**src/stack_seq_pkg.sv**
```systemverilog
// Constants, types and small decode functions for the stack and block move bus sequencer.
// Assumes one processor clock and that the core hands over register values at start.
package stack_seq_pkg;

  typedef enum logic [3:0] {
    op_return_long, op_push, op_pull, op_push_indirect, op_push_absolute,
    op_push_relative, op_stack_rel, op_stack_rel_ind, op_block_move_descending
  } op_type;

  typedef enum logic [3:0] {
    st_idle, st_fetch, st_opf, st_io, st_ptr, st_data, st_bank, st_next, st_mvrd, st_mvwr
  } state_type;

  localparam logic [1:0] WIDTH_8 = 2'h0;
  localparam logic [1:0] WIDTH_16 = 2'h1;
  localparam logic [1:0] WIDTH_32 = 2'h2;
  localparam logic [7:0] STACK_BANK = 8'h00;
  localparam logic [15:0] RTL_BANK_OFFSET = 16'h0003;
  localparam logic [15:0] PER_INSN_LEN = 16'h0003;
  localparam logic [15:0] MOVE_NEXT_EMU = 16'h0003;
  localparam logic [15:0] MOVE_NEXT_NATIVE = 16'h0001;
  localparam logic [2:0] PTR_BYTES = 3'h2;

  // Bytes carried by one data access for a width code.
  function automatic logic [2:0] width_bytes(input logic [1:0] w);
    case (w)
      WIDTH_16: width_bytes = 3'h2;
      WIDTH_32: width_bytes = 3'h4;
      default: width_bytes = 3'h1;
    endcase
  endfunction : width_bytes

  // Byte i of a 32-bit word, byte zero least significant.
  function automatic logic [7:0] byte_of(input logic [31:0] v, input logic [1:0] i);
    logic [31:0] t;
    t = v >> {i, 3'b000};
    byte_of = t[7:0];
  endfunction : byte_of

endpackage : stack_seq_pkg

```
**src/stack_block_move_bus_sequencer.sv**
```systemverilog
// Bus sequencer for the stack instructions, stack relative modes and the descending block move.
// Assumes read data comes from memory on the same clock, valid in the cycle it is addressed.
`timescale 1ns/100ps
module stack_block_move_bus_sequencer (
  input wire logic ref_clk,
  input wire logic resetn,
  input wire logic start,
  input wire stack_seq_pkg::op_type op,
  input wire logic [1:0] width,
  input wire logic store,
  input wire logic native,
  input wire logic [15:0] pc_in,
  input wire logic [15:0] sp_in,
  input wire logic [15:0] direct_in,
  input wire logic [31:0] x_in,
  input wire logic [31:0] y_in,
  input wire logic [31:0] acc_in,
  input wire logic [7:0] pbank_in,
  input wire logic [7:0] dbank_in,
  input wire logic [15:0] move_banks_in,
  input wire logic [31:0] reg_in,
  input wire logic [7:0] rdata,
  output logic busy,
  output logic done,
  output logic [23:0] bus_addr,
  output logic [7:0] wdata,
  output logic read_not_write,
  output logic data_valid_out,
  output logic program_valid_out,
  output logic vector_pull_out,
  output logic memory_lock_out,
  output logic [15:0] sp_out,
  output logic [31:0] x_out,
  output logic [31:0] y_out,
  output logic [31:0] acc_out,
  output logic [7:0] pbank_out,
  output logic [31:0] result_out
);
  import stack_seq_pkg::*;

  state_type state_q, io_next_q;
  op_type op_q;
  logic [2:0] n_q;
  logic [1:0] k_q, m_q, io_left_q;
  logic [23:0] io_addr_q, base_q;
  logic down_q, wr_q, native_q, done_q;
  logic [15:0] pc_q, sp_q, dir_q, off_q, pc_next_q;
  logic [31:0] x_q, y_q, acc_q, push_val_q, reg_q, result_q;
  logic [7:0] pbank_q, dbank_q, sbank_q, mdst_q, ptr_q, mv_byte_q;

  ////////////////////////////////////////////////////////////////////////////////
  wire logic [2:0] k_next = {1'b0, k_q} + 3'h1;
  wire logic data_last = (k_next == n_q);
  wire logic opf_last = (k_next == {1'b0, m_q});
  wire logic [15:0] off_full = (k_q == 2'h0) ? {off_q[15:8], rdata} : {rdata, off_q[7:0]};
  wire logic [15:0] ptr_full = {rdata, ptr_q};
  wire logic [15:0] n16 = {13'h0000, n_q};
  wire logic [23:0] k24 = {22'h000000, k_q};
  wire logic [23:0] data_addr = down_q ? base_q - k24 : base_q + k24;
  wire logic [2:0] push_idx = n_q - 3'h1 - {1'b0, k_q};
  wire logic [7:0] data_byte = down_q ? byte_of(push_val_q, push_idx[1:0]) : byte_of(reg_q, k_q);
  wire logic is_push = (op == op_push) || (op == op_push_indirect) ||
                       (op == op_push_absolute) || (op == op_push_relative);
  wire logic in_data = (state_q == st_data);

  // Bus address, direction and qualifiers decode straight from the state registers.
  assign bus_addr = (state_q == st_fetch) ? {pbank_q, pc_q} :
                    (state_q == st_opf) ? {pbank_q, pc_q + 16'h0001 + {14'h0000, k_q}} :
                    (state_q == st_io) ? io_addr_q :
                    (state_q == st_ptr) ? base_q + k24 :
                    in_data ? data_addr :
                    (state_q == st_bank) ? {STACK_BANK, sp_q + RTL_BANK_OFFSET} :
                    (state_q == st_next) ? {pbank_q, pc_next_q} :
                    (state_q == st_mvrd) ? {sbank_q, x_q[15:0]} :
                    (state_q == st_mvwr) ? {mdst_q, y_q[15:0]} : 24'h000000;
  assign read_not_write = !((in_data && wr_q) || (state_q == st_mvwr));
  assign wdata = (state_q == st_mvwr) ? mv_byte_q : (in_data && wr_q) ? data_byte : 8'h00;
  assign data_valid_out = (state_q == st_fetch) || in_data || (state_q == st_ptr) ||
                          (state_q == st_bank) || (state_q == st_next) ||
                          (state_q == st_mvrd) || (state_q == st_mvwr);
  assign program_valid_out = (state_q == st_fetch) || (state_q == st_opf) ||
                             (state_q == st_next);
  // The sequencer never pulls vectors and never locks, so both stay at their idle level.
  assign vector_pull_out = 1'b1;
  assign memory_lock_out = 1'b1;
  assign busy = (state_q != st_idle);
  assign done = done_q;
  assign sp_out = sp_q;
  assign x_out = x_q;
  assign y_out = y_q;
  assign acc_out = acc_q;
  assign pbank_out = pbank_q;
  assign result_out = result_q;

  ////////////////////////////////////////////////////////////////////////////////
  always_ff @(posedge ref_clk or negedge resetn) begin
    if (!resetn) begin
      state_q <= st_idle;
      io_next_q <= st_idle;
      op_q <= op_push;
      {n_q, k_q, m_q, io_left_q} <= 9'h000;
      {io_addr_q, base_q} <= 48'h000000000000;
      {down_q, wr_q, native_q, done_q} <= 4'h0;
      {pc_q, sp_q, dir_q, off_q, pc_next_q} <= 80'h00000000000000000000;
      {x_q, y_q, acc_q} <= 96'h000000000000000000000000;
      {push_val_q, reg_q, result_q} <= 96'h000000000000000000000000;
      {pbank_q, dbank_q, sbank_q, mdst_q, ptr_q, mv_byte_q} <= 48'h000000000000;
    end else begin
      done_q <= 1'b0;
      case (state_q)
        st_idle: if (start) begin
          op_q <= op;
          {pc_q, sp_q, dir_q} <= {pc_in, sp_in, direct_in};
          {x_q, y_q, acc_q} <= {x_in, y_in, acc_in};
          {pbank_q, dbank_q, mdst_q, sbank_q} <= {pbank_in, dbank_in, move_banks_in};
          reg_q <= reg_in;
          push_val_q <= reg_in;
          result_q <= 32'h00000000;
          n_q <= width_bytes(width);
          native_q <= native;
          wr_q <= store || is_push;
          down_q <= is_push;
          k_q <= 2'h0;
          base_q <= {STACK_BANK, (op == op_pull) ? sp_in + 16'h0001 : sp_in};
          m_q <= (op == op_push_indirect || op == op_stack_rel || op == op_stack_rel_ind) ?
                 2'h1 : 2'h2;
          state_q <= (op == op_return_long) ? st_bank : st_fetch;
        end
        st_fetch: begin
          k_q <= 2'h0;
          io_addr_q <= {pbank_q, pc_q + 16'h0001};
          io_next_q <= st_data;
          case (op_q)
            op_push: {io_left_q, state_q} <= {2'h1, st_io};
            op_pull: {io_left_q, state_q} <= {2'h2, st_io};
            op_block_move_descending: state_q <= native_q ? st_mvrd : st_opf;
            default: state_q <= st_opf;
          endcase
        end
        st_opf: begin
          if (k_q == 2'h0) off_q[7:0] <= rdata;
          else off_q[15:8] <= rdata;
          k_q <= k_next[1:0];
          if (opf_last) begin
            k_q <= 2'h0;
            io_left_q <= 2'h1;
            io_addr_q <= {pbank_q, pc_q + 16'h0001};
            case (op_q)
              op_push_indirect: begin
                base_q <= {STACK_BANK, dir_q + {8'h00, rdata}};
                io_next_q <= st_ptr;
                state_q <= (dir_q[7:0] != 8'h00) ? st_io : st_ptr;
              end
              op_push_absolute: begin
                push_val_q <= {16'h0000, off_full};
                n_q <= PTR_BYTES;
                state_q <= st_data;
              end
              op_push_relative: begin
                push_val_q <= {16'h0000, pc_q + PER_INSN_LEN + off_full};
                n_q <= PTR_BYTES;
                io_addr_q <= {pbank_q, pc_q + 16'h0002};
                io_next_q <= st_data;
                state_q <= st_io;
              end
              op_stack_rel, op_stack_rel_ind: begin
                base_q <= {STACK_BANK, sp_q + {8'h00, rdata}};
                io_next_q <= (op_q == op_stack_rel) ? st_data : st_ptr;
                state_q <= st_io;
              end
              default: begin
                // Destination bank is fetched first, so it sits in the low byte.
                {sbank_q, mdst_q} <= off_full;
                state_q <= st_mvrd;
              end
            endcase
          end
        end
        st_ptr: begin
          ptr_q <= rdata;
          k_q <= k_next[1:0];
          if (k_q == 2'h1) begin
            k_q <= 2'h0;
            if (op_q == op_push_indirect) begin
              push_val_q <= {16'h0000, ptr_full};
              n_q <= PTR_BYTES;
              base_q <= {STACK_BANK, sp_q};
              state_q <= st_data;
            end else begin
              base_q <= {dbank_q, ptr_full} + y_q[23:0];
              io_left_q <= 2'h1;
              io_addr_q <= base_q + 24'h000001;
              io_next_q <= st_data;
              state_q <= st_io;
            end
          end
        end
        st_data: begin
          if (!wr_q) result_q <= result_q | ({24'h000000, rdata} << {k_q, 3'b000});
          k_q <= k_next[1:0];
          if (data_last) begin
            k_q <= 2'h0;
            done_q <= 1'b1;
            state_q <= st_idle;
            if (down_q) sp_q <= sp_q - n16;
            else if (op_q == op_pull) sp_q <= sp_q + n16;
          end
        end
        st_bank: begin
          pbank_q <= rdata;
          sp_q <= sp_q + RTL_BANK_OFFSET;
          pc_next_q <= pc_q;
          state_q <= st_next;
        end
        st_next: begin
          done_q <= 1'b1;
          state_q <= st_idle;
        end
        st_mvrd: begin
          mv_byte_q <= rdata;
          state_q <= st_mvwr;
        end
        st_mvwr: begin
          x_q <= x_q - 32'h00000001;
          y_q <= y_q - 32'h00000001;
          acc_q <= acc_q - 32'h00000001;
          io_left_q <= 2'h2;
          io_addr_q <= {mdst_q, y_q[15:0]};
          io_next_q <= (acc_q == 32'h00000000) ? st_next : st_fetch;
          pc_next_q <= pc_q + (native_q ? MOVE_NEXT_NATIVE : MOVE_NEXT_EMU);
          state_q <= st_io;
        end
        st_io: begin
          io_left_q <= io_left_q - 2'h1;
          if (io_left_q == 2'h1) state_q <= io_next_q;
        end
        default: state_q <= st_idle;
      endcase
    end
  end
endmodule : stack_block_move_bus_sequencer

```
**config.mk**
```make
export PLATFORM = sky130hd
export DESIGN_NAME = stack_block_move_bus_sequencer
export DESIGN_NICKNAME = d
export VERILOG_FILES = /design/src/stack_seq_pkg.sv /design/src/stack_block_move_bus_sequencer.sv
export SDC_FILE = /design/constraint.sdc
export NUM_CORES = 1
export LEC_CHECK = 0
export BUFFER_PORTS_ARGS = -buffer_cell sky130_fd_sc_hd__buf_2
export CORE_ASPECT_RATIO = 1.4
export CORE_MARGIN = 5
export CORE_UTILIZATION = 40
export DETAILED_ROUTE_END_ITERATION = 10
export PLACE_DENSITY_LB_ADDON = 0.25
export SLEW_MARGIN = 20
export SYNTH_ARGS = -nofsm -noshare
export SYNTH_HDL_FRONTEND = slang
export SYNTH_SLANG_ARGS = --single-unit
export TNS_END_PERCENT = 5
```
**constraint.sdc**
```tcl
create_clock -name ref_clk -period 5 [get_ports ref_clk]
set_input_delay 1.5 -clock ref_clk [delete_from_list [all_inputs] [get_ports ref_clk]]
set_output_delay 1.5 -clock ref_clk [all_outputs]
set_load 0.01 [all_outputs]
```
Word level (Yosys, flattened, before mapping)
Cells that the tools add are included.
{"block": "op_classes", "add_sub_neg": 23, "eq_ne": 45, "shifts": 3, "n_mux": 97, "bitwise": 2, "n_reduce_logical": 54}
{"op": "$mux W24", "count": 17}
{"op": "$pmux W32 S2", "count": 5}
{"op": "$mux W32", "count": 9}
{"op": "$mux W16", "count": 7}
{"op": "$pmux W24 S4", "count": 1}
{"op": "$pmux W32 S3", "count": 1}
{"op": "$sub A32 B1 Y32 const B", "count": 3}
{"op": "$mux W8", "count": 10}
{"op": "$pmux W24 S3", "count": 1}
{"op": "$shr A32 B5 Y8", "count": 2}
{"op": "$add A16 B2 Y16 const B", "count": 3}
{"op": "$eq A4 B3 Y1 const B", "count": 12}
{"op": "$pmux W16 S3", "count": 1}
{"op": "$pmux W24 S2", "count": 1}
{"op": "$pmux W8 S2", "count": 3}
{"op": "$mux W4", "count": 9}
{"op": "$pmux W4 S9", "count": 1}
{"op": "$add A16 B1 Y16 const B", "count": 2}
{"op": "$add A16 B2 Y16", "count": 2}
{"op": "$add A16 B8 Y16", "count": 2}
{"op": "$logic_not A32 Y1", "count": 1}
{"op": "$or A32 B32 Y32", "count": 1}
{"op": "$pmux W16 S2", "count": 1}
{"op": "$shl A8 B5 Y32", "count": 1}
{"op": "52 further kinds", "count": 128}
{"block": "totals", "ff_bits": 393, "input_bits": 227, "output_inout_bits": 191, "wordCells": 255}

Longest topological paths before layout
Gate-level depths: netlist (run 1).
{"block": "depth", "ltp_word": 10, "mapped_depth": 19, "depth_no_buf": 17}

Least setup slack after synthesis (run 1)
No wires, ideal clock.
{"block": "synth_path", "path_type": "register -> output", "from": "register k_q[1]", "to": "output bus_addr[23]", "arrival_ns": 3.104, "required_ns": 3.500, "setup_slack_ns": 0.396, "stages_incl_launch_ff": 12, "n_path_buf": 0, "cell_sequence": "dfrtp_1 inv_1 ha_1 nor2b_1 nand4b_1 or4_1 nor4b_1 nor3b_1 nand2_1 mux2i_1 a21oi_1 nor2_1"}
{"block": "synth_between", "elab_chain_cells": 7, "elab_cells_between_ends": 8, "cone_classes": "add/sub (2); mux (6)"}
{"item": "start, declared", "line_no": "stack_block_move_bus_sequencer.sv:44", "source": "logic [1:0] k_q, m_q, io_left_q;"}
{"item": "start signal, assigned", "line_no": "stack_block_move_bus_sequencer.sv:143", "source": "k_q <= k_next[1:0];"}
{"item": "start signal, assigned", "line_no": "stack_block_move_bus_sequencer.sv:181", "source": "k_q <= k_next[1:0];"}
{"item": "start signal, assigned", "line_no": "stack_block_move_bus_sequencer.sv:200", "source": "k_q <= k_next[1:0];"}
{"item": "$add A24 B2 Y24 / $sub A24 B2 Y24 (equally long branches)", "line_no": "stack_block_move_bus_sequencer.sv:59, stack_block_move_bus_sequencer.sv:70"}
{"item": "$mux W24", "line_no": "stack_block_move_bus_sequencer.sv:59", "source": "wire logic [23:0] data_addr = down_q ? base_q - k24 : base_q + k24;"}
{"item": "$mux W24", "line_no": "stack_block_move_bus_sequencer.sv:71", "source": "in_data ? data_addr :"}
{"item": "$mux W24 *", "line_no": "stack_block_move_bus_sequencer.sv:70", "source": "(state_q == st_ptr) ? base_q + k24 :"}
{"item": "$mux W24 *", "line_no": "stack_block_move_bus_sequencer.sv:69", "source": "(state_q == st_io) ? io_addr_q :"}
{"item": "$mux W24 *", "line_no": "stack_block_move_bus_sequencer.sv:68", "source": "(state_q == st_opf) ? {pbank_q, pc_q + 16'h0001 + {14'h0000, k_q}} :"}
{"item": "$mux W24 *", "line_no": "stack_block_move_bus_sequencer.sv:67", "source": "assign bus_addr = (state_q == st_fetch) ? {pbank_q, pc_q} :"}
{"item": "end, declared", "line_no": "stack_block_move_bus_sequencer.sv:25", "source": "output logic [23:0] bus_addr,"}
Every way passes the cells marked *; elsewhere a longest branch is shown, timed or not.

Worst setup path after layout (run 1)
{"block": "layout_path", "from": "register state_q[1]", "to": "output bus_addr[6]"}
{"block": "layout_between", "elab_chain_cells": 10, "elab_cells_between_ends": 18, "cone_classes": "eq/ne (9); mux (9)"}
{"item": "start, declared", "line_no": "stack_block_move_bus_sequencer.sv:41", "source": "state_type state_q, io_next_q;"}
{"item": "start signal, assigned", "line_no": "stack_block_move_bus_sequencer.sv:98", "source": "state_q <= st_idle;"}
{"item": "start signal, assigned", "line_no": "stack_block_move_bus_sequencer.sv:127", "source": "state_q <= (op == op_return_long) ? st_bank : st_fetch;"}
{"item": "start signal, assigned", "line_no": "stack_block_move_bus_sequencer.sv:134", "source": "op_push: {io_left_q, state_q} <= {2'h1, st_io};"}
{"item": "$eq A4 B4 Y1", "line_no": "stack_block_move_bus_sequencer.sv:75", "source": "(state_q == st_mvwr) ? {mdst_q, y_q[15:0]} : 24'h000000;"}
{"item": "$mux W24", "line_no": "stack_block_move_bus_sequencer.sv:75"}
{"item": "$mux W24", "line_no": "stack_block_move_bus_sequencer.sv:74", "source": "(state_q == st_mvrd) ? {sbank_q, x_q[15:0]} :"}
{"item": "$mux W24", "line_no": "stack_block_move_bus_sequencer.sv:73", "source": "(state_q == st_next) ? {pbank_q, pc_next_q} :"}
{"item": "$mux W24", "line_no": "stack_block_move_bus_sequencer.sv:72", "source": "(state_q == st_bank) ? {STACK_BANK, sp_q + RTL_BANK_OFFSET} :"}
{"item": "$mux W24", "line_no": "stack_block_move_bus_sequencer.sv:71"}
{"item": "$mux W24", "line_no": "stack_block_move_bus_sequencer.sv:70"}
{"item": "$mux W24", "line_no": "stack_block_move_bus_sequencer.sv:69"}
{"item": "$mux W24", "line_no": "stack_block_move_bus_sequencer.sv:68"}
{"item": "$mux W24 *", "line_no": "stack_block_move_bus_sequencer.sv:67"}
Marks and branches as above.

==> results.ini, run 1 <==
[outcome]
failed_checks=negative setup slack
status=complete, but fails checks

[sta]
hold_viol=0
fin_crit_ns=5.194
fin_skew_ns=0.02581
relSlewSlack=0.2769
fmax_ghz=0.1925
worst_pin_slew_ns=1.083
finalSetupViolCount=4
drv_slew=0
fin_ws_ns=-0.1936
rsz0062_at_grt=true
fin_crit_sh=1.039

[yosys]
muxShareOfSynthArea=0.04917
synth_compound_area_frac=0.2094
yosysSeqAreaShare=0.3703
synth_xor_area_frac=0.05158
synth_fa_ha_area_frac=0.05460
yosysWarningCount=0
synthCells=3236
ys_ff_latch=392
synthesis.area_per_instance_um2=8.186
synth_cell_type_count=86
synth_area_mm2=0.02649
synth_top_family_by_area=simple AND/OR/NAND/NOR gates
async_reset_ff_frac=1.000
synth_edf_count=0
synthSimpleGateAreaFrac=0.2253
ys.flop_type=dfrtp_1

[placement]
portBuffers=415
routabilityCongestion=1.080
dp_hpwl_um=93480
dp.cells=4431

[power_and_ir_drop]
switching_power_mw=13.08
p_leak_nw=14.23
powerDensity_mw_per_mm2=808.5
ir_worst_vdd_uv=339.5
pwr-share-clk=0.132
combPwrFrac=0.600
swShare=0.5096
internal-power_mw=12.59
power_frac_seq=0.269
total_power_mw=25.68

[clock_network]
clockBufferDepth=3
numCtsBuffers=44
holdBufCountCts=0
cts-htree-levels=2
path_clk_slew_ns=0.06
root_buffer=clkbuf_16
clkSinkCount=392
cts_tree=yes
insertion_delay_ns=0.60

[critical_path]
ff2ff_path_depth=17
critPathKind=flop to output port
r2r-start=k_q[0]$_DFFE_PN0P_
r2r_slack_ns=0.57
cp_cell_sequence=nand2_1, nor2_1, a222oi_1, o2111ai_1, a211oi_1, o2bb2ai_1, buf_2
start_kind=flop
rr_endpoint=push_val_q[15]$_DFFE_PN0P_
crit_fanout=14
cp-end-kind=output port
worstPathRequired_ns=3.50
setup.worst_path.start=state_q[1]$_DFFE_PN0P_
max_stage_delay_ns=0.76
slowest_stage=dfrtp_1
crit_arrival_ns=3.69

[die]
start_util=0.4041
num_rows=111
die_x_um=227.5
coreArea_mm2=0.06555
die_h_um=314.5
pin_count=418
dieArea_mm2=0.07155

[min_path]
min_path_cells=2
hp-start=push_val_q[30]$_DFFE_PN0P_
hold_end=push_val_q[30]$_DFFE_PN0P_
hold_path_class=flop to flop

[drt]
firstDrtPassIters=7
viasPerCell=6.126
initialDrtViolationCount=2581
vias=27700
drc=0
drt-total-wl_um=123000
detail-route-antenna-nets=0
wl_per_cell_um=27.19

[global_route]
track_usage=0.3331
antenna_found_initial=21
grt_max_degree=105
grt_pass1_vias=27100
grt_pass1_wl_um=179200
grt_overflow=0

[final_layout]
drive_above_1_share=0.2139
final_core_util=0.4845
n_fill_cell=6542
multi_input_area_mm2=0.01589
nets=3972
fin_cells=4522
seqCellArea_mm2=0.009824
syn_to_final_growth_pct=19.88

[flow_run]
maxCapViolations=0

-- state kept, by name, indices dropped and copies added (netlist names), 24 cells and up --
register and count:
io_addr_q 24, reg_q 32, y_out 32, push_val_q 32, x_out 32, base_q 24
result_out 32, acc_out 32
-- worst max-delay path: cells and delay by family (launching register included) --
| family | cells | cell delay [ns] |
|---|---|---|
| DFF | 1 | 0.76 |
| buffers and inverters | 1 | 0.24 |
| AOI/OAI and AO/OA | 4 | 1.11 |
| and+or+nand+nor | 2 | 0.99 |
-- kinds of logic (layout without fill, tap and decap cells) --
| group | count (synthesis) | after routing |
|---|---|---|
| compound gates | 842 | 842 |
| xor+xnor | 156 | 156 |
| fa+ha+maj | 111 | 111 |
| buf+inv | 271 | 700 |
| flops | 392 | 392 |
| mux | 103 | 103 |
| other cells | 1 | 11 |
| simple gates | 1360 | 1360 |
-- metrics by stage --
stage	setup slack (ns)	TNS, ns	cell area (um^2)	hold slack [ns]
after CTS	-0.07686	-0.1639	31610	0.4653
after floorplan	0.3965	0	26490	0.4334
after detailed placement	0.1847	0	30030	0.4515
after global placement	0.2076	0	30030	0.4467
after global routing	-0.2090	-0.7402	31740	0.4820
final	-0.1936	-0.4222	31760	0.4639
-- routing by layer --
layer / routed length [um] / up-vias / global-route usage / share of wire
li1: - / 12450 / - / -
met4: 9708 / 18 / 0.2057 / 0.079
met1: 45750 / 13360 / 0.4067 / 0.37
met5: 111 / - / 0 / 0.00090
met3: 11460 / 385 / 0.07863 / 0.093
met2: 55940 / 1482 / 0.5296 / 0.45
-- power by group through the flow --
stage               registers (mW)  logic, mW  clock network, mW
floorplan                     6.02       9.99                  0
global placement              6.80       14.9                  0
detailed placement            6.82       15.0                  0
CTS                           6.80       15.2               3.42
global route                  7.03       16.7               3.53
finish                        6.90       15.4               3.38
-- cell usage in the layout, fill, tap and decap left out, types with 23 or more instances in the layout --
cell	synthesis	layout
nor2_1	353	346
o21ai_0	186	182
nor3_1	77	71
mux2i_1	30	30
buf_2	16	414
a21oi_1	228	227
ha_1	102	98
a21o_1	24	24
a221oi_1	51	50
xnor2_1	90	89
mux2_2	57	57
and3_1	24	23
nor4_1	29	27
or3_1	25	25
clkbuf_16	0	45
nand3_1	95	94
inv_1	62	61
a222oi_1	23	23
a22oi_1	28	28
nand2b_1	25	25
nand2_1	617	614
xor2_1	66	65
dfrtp_1	391	380
buf_4	2	138
o211ai_1	30	30
a211oi_1	32	31
a31oi_1	33	33
o22ai_1	30	30
-- cells in the mapped netlist, types with 15 or more instances --
| cell type | instances | area [um^2] |
|---|---|---|
| a221oi_1 | 51 | 446.7 |
| nor2b_1 | 21 | 131.4 |
| o311ai_0 | 20 | 175.2 |
| nor2_1 | 353 | 1325 |
| mux4_2 | 16 | 360.4 |
| buf_1 | 20 | 75.07 |
| a22oi_1 | 28 | 210.2 |
| xnor2_1 | 90 | 788.3 |
| or4_1 | 19 | 142.6 |
| o22ai_1 | 30 | 187.7 |
| mux2_2 | 57 | 641.9 |
| buf_2 | 16 | 80.08 |
| nand2_1 | 617 | 2316 |
| mux2i_1 | 30 | 300.3 |
| nand4_1 | 20 | 125.1 |
| ha_1 | 102 | 1276 |
| a31oi_1 | 33 | 206.5 |
| o211ai_1 | 30 | 225.2 |
| nand2b_1 | 25 | 156.4 |
| a21o_1 | 24 | 180.2 |
| or3_1 | 25 | 156.4 |
| nor3_1 | 77 | 385.4 |
| dfrtp_1 | 391 | 9784 |
| o21ai_0 | 186 | 930.9 |
| o31ai_1 | 18 | 135.1 |
| clkbuf_1 | 170 | 638.1 |
| o21a_1 | 18 | 135.1 |
| nand3_1 | 95 | 475.5 |
| a222oi_1 | 23 | 230.2 |
| and3_1 | 24 | 150.1 |
| a21oi_1 | 228 | 1141 |
| xor2_1 | 66 | 578.1 |
| nor4_1 | 29 | 181.4 |
| a221o_1 | 15 | 150.1 |
| a211oi_1 | 32 | 240.2 |
| inv_1 | 62 | 232.7 |
-- cell type report --
| cell class | instances | share of cell area |
|---|---|---|
| antenna | 9 | 0.0007092 |
| clock inverter | 12 | 0.004807 |
| sequential | 392 | 0.3094 |
| clock buffer | 65 | 0.04129 |
| multi-input combinational | 2574 | 0.5003 |
| timing repair buffer | 560 | 0.1027 |
| tap | 847 | 0.03337 |
| inverter | 63 | 0.007446 |
-- timing repair --
item / CTS / global route
endpoints found under the setup margin: 18 / 15
pin swaps: 1 / 9
buffers inserted: 1 / 4
resized for setup: 29 / 28
-- worst max-delay path by stage --
stage | end | slack, ns
final | bus_addr[6] | -0.19
after global routing | bus_addr[23] | -0.21
after CTS | bus_addr[14] | -0.08
after detailed placement | push_val_q[14]$_DFFE_PN0P_ | 0.18
after global placement | push_val_q[14]$_DFFE_PN0P_ | 0.21
after floorplan | bus_addr[23] | 0.40
Note: power is estimated with default switching activity, not from simulation.
==> run 2: changes to the inputs <==
==> constraint.sdc (replaced) <==
create_clock -name ref_clk -period 5 [get_ports ref_clk]
set_input_delay 0.75 -clock ref_clk [delete_from_list [all_inputs] [get_ports ref_clk]]
set_output_delay 0.75 -clock ref_clk [all_outputs]
set_load 0.01 [all_outputs]
==> run 2 against run 1 <==
The run now ends clean. Clock skew decreased by 0.00095 ns. Critical path depth increased by 4. Power decreased by 0.99%. Non-clock buffer count decreased by 36. Sequential share of layout area increased by 0.42 points. Final cell count decreased by 0.69%. Via count about the same. Critical endpoint is now bus_addr[23]. Largest cell class unchanged.
==> results.ini, run 2 (synthesized netlist as in run 1, its figures left out) <==
[sta]
finalSetupViolCount=0  ; -4
hold_viol=0  ; unchanged
relSlewSlack=0.2611  ; -0.01582
rsz0062_at_grt=false
fin_ws_ns=0.2504  ; +0.4441 ns
finalSetupTns_ns=0  ; +0.4222 ns
fin_crit_ns=4.750  ; -0.4441 ns
fin_crit_sh=0.9499  ; -0.08881
worst_pin_slew_ns=1.102  ; +0.01844 ns
fmax_ghz=0.2105  ; +9.3%
drv_slew=0  ; unchanged
fin_skew_ns=0.02486  ; -0.0009475 ns

[power_and_ir_drop]
powerDensity_mw_per_mm2=812.4  ; +0.49%
p_leak_nw=14.00  ; -1.6%
ir_worst_vdd_uv=376.6  ; +11%

[placement]
dp_hpwl_um=93240  ; -0.26%
dp.cells=4400  ; -0.70%
routabilityCongestion=1.055  ; -2.4%
portBuffers=415  ; unchanged
place_ws_ns=0.8127  ; +0.6281 ns

[drt]
initialDrtViolationCount=3081  ; +19%
firstDrtPassIters=8  ; +1
drc=0  ; unchanged
wl_per_cell_um=27.35  ; +0.57%
detail-route-antenna-nets=0  ; unchanged
vias=27720  ; +0.083%
viasPerCell=6.173  ; +0.77%
drt-total-wl_um=122800  ; -0.12%

[global_route]
grt_busiest_layer=met2
grt_pass1_wl_um=179800  ; +0.34%
grt_use_met2=0.5326  ; +0.002979
grt_max_degree=106  ; +0.95%
grt_pass1_vias=27100  ; -0.0037%
use_met3=0.07266  ; -0.005970
track_usage=0.3333  ; about the same
antenna_found_initial=15  ; -29%
grt_overflow=0  ; unchanged
grtUsageMet1=0.4169  ; +0.01019

[critical_path]
start_kind=flop
crit_fanout=11  ; -3
slowest_stage=or4_1
worstPathRequired_ns=4.25  ; +0.75 ns
crit_family=simple AND/OR/NAND/NOR gates
max_stage_delay_ns=0.57  ; -0.19 ns
crit_buf_inv=2  ; +1
cp_cell_sequence=buf_4, nor4_1, nand4b_1, or4_1, nor4b_1, nor3b_1, nand2_1, mux2i_1, a21oi_1, nor2_1, buf_2
critPathKind=flop to output port
cp-end-kind=output port
crit_arrival_ns=4.00  ; +0.31 ns

[clock_network]
cts_tree=yes
root_buffer=clkbuf_16
path_clk_slew_ns=0.07  ; about the same
clockBufferDepth=3  ; unchanged
cts-htree-levels=2  ; unchanged
clkSinkCount=392  ; unchanged
post_cts_buffers=0  ; -1
numCtsBuffers=44  ; unchanged
insertion_delay_ns=0.61  ; about the same

[min_path]
hold_path_class=primary input to asynchronous set/reset pin

[die]
pin_count=418  ; unchanged
die_x_um=227.5  ; unchanged
num_rows=111  ; unchanged
die_h_um=314.5  ; unchanged
start_util=0.4041  ; unchanged
dieArea_mm2=0.07155  ; unchanged
coreArea_mm2=0.06555  ; unchanged

[final_layout]
layout_common_cells=nand2_1 (615), buf_2 (414), dfrtp_1 (391), nor2_1 (350), a21oi_1 (228)
syn_to_final_growth_pct=18.12
nets=3936  ; -0.91%
final_core_util=0.4773  ; -0.007138
final_common_cell=nand2_1
drive_above_1_share=0.1968  ; -0.01710
fin_cells=4491  ; -0.69%

[outcome]
status=complete, no violations

[flow_run]
maxCapViolations=0  ; unchanged

## run 2: final cells by class
class	instances	area [um^2]
diodes	10	25.02
clock buffers	63	1313
clock inverters	18	168.9
fillers	6669	34260
inverters	63	236.5
multi-input cells	2574	15710
flip-flops and latches	392	9811
well taps	847	1060
repair buffers	524	2968
## run 2: routing by layer
layer	wire (um)	vias to the layer above	part of all wire
met5	60	-	0.00049
met4	8769	10	0.071
met3	11220	354	0.091
met2	56210	1570	0.46
met1	46550	13400	0.38
li1	-	12390	-
## run 2: per-stage QoR
| step | hold WS [ns] | total power [mW] | instance area [um^2] |
|---|---|---|---|
| after global routing | 0.2461 | 27.03 | 31270 |
| after CTS | 0.1972 | 25.16 | 31250 |
| after detailed placement | 0.4511 | 21.67 | 29770 |
| after floorplan | 0.4334 | 16.01 | 26490 |
| final | 0.1919 | 25.42 | 31290 |
| after global placement | 0.4457 | 21.55 | 29770 |
## run 2: final timing paths
check                                           start                         end  slack, ns  cells after the start
max                             base_q[6]$_DFFE_PN0P_                bus_addr[23]       0.25                     11
min                                            resetn  result_out[23]$_DFFE_PN0P_       0.19                      1
max in group asynchronous                      resetn      base_q[18]$_DFFE_PN0P_       3.67                      2
min in group ref_clk                    direct_in[12]       dir_q[12]$_DFFE_PN0P_       0.34                      3
max reg2reg                        k_q[0]$_DFFE_PN0P_  push_val_q[15]$_DFFE_PN0P_       0.68                     16
min reg2reg                push_val_q[17]$_DFFE_PN0P_  push_val_q[17]$_DFFE_PN0P_       0.46                      2
## run 2: worst register-to-register path, cell delays in order (launching register included)
cell and delay (ns):
dfrtp_1 0.47, inv_1 0.26, ha_1 0.50, mux2i_1 0.51
xor2_1 0.20, ha_1 0.22, inv_1 0.07, fa_1 0.37
nor2b_1 0.21, o31ai_1 0.16, a211oi_1 0.26, o221ai_1 0.20
a21oi_1 0.21, mux2i_1 0.24, xnor2_1 0.13, o21ai_0 0.09
o21a_1 0.12
## run 2: repair_timing
| action | in CTS | in global routing |
|---|---|---|
| setup endpoints to repair | 0 | 2 |
| gates resized for setup | 0 | 1 |
| hold buffers | 0 | 0 |
## run 2: power breakdown
part | total [mW] | switching [mW] | internal, mW | leakage [nW]
Sequential | 7.03 | 2.29 | 4.74 | 4.75
Clock | 3.41 | 1.51 | 1.90 | 0.721
Combinational | 15.0 | 9.22 | 5.76 | 8.53
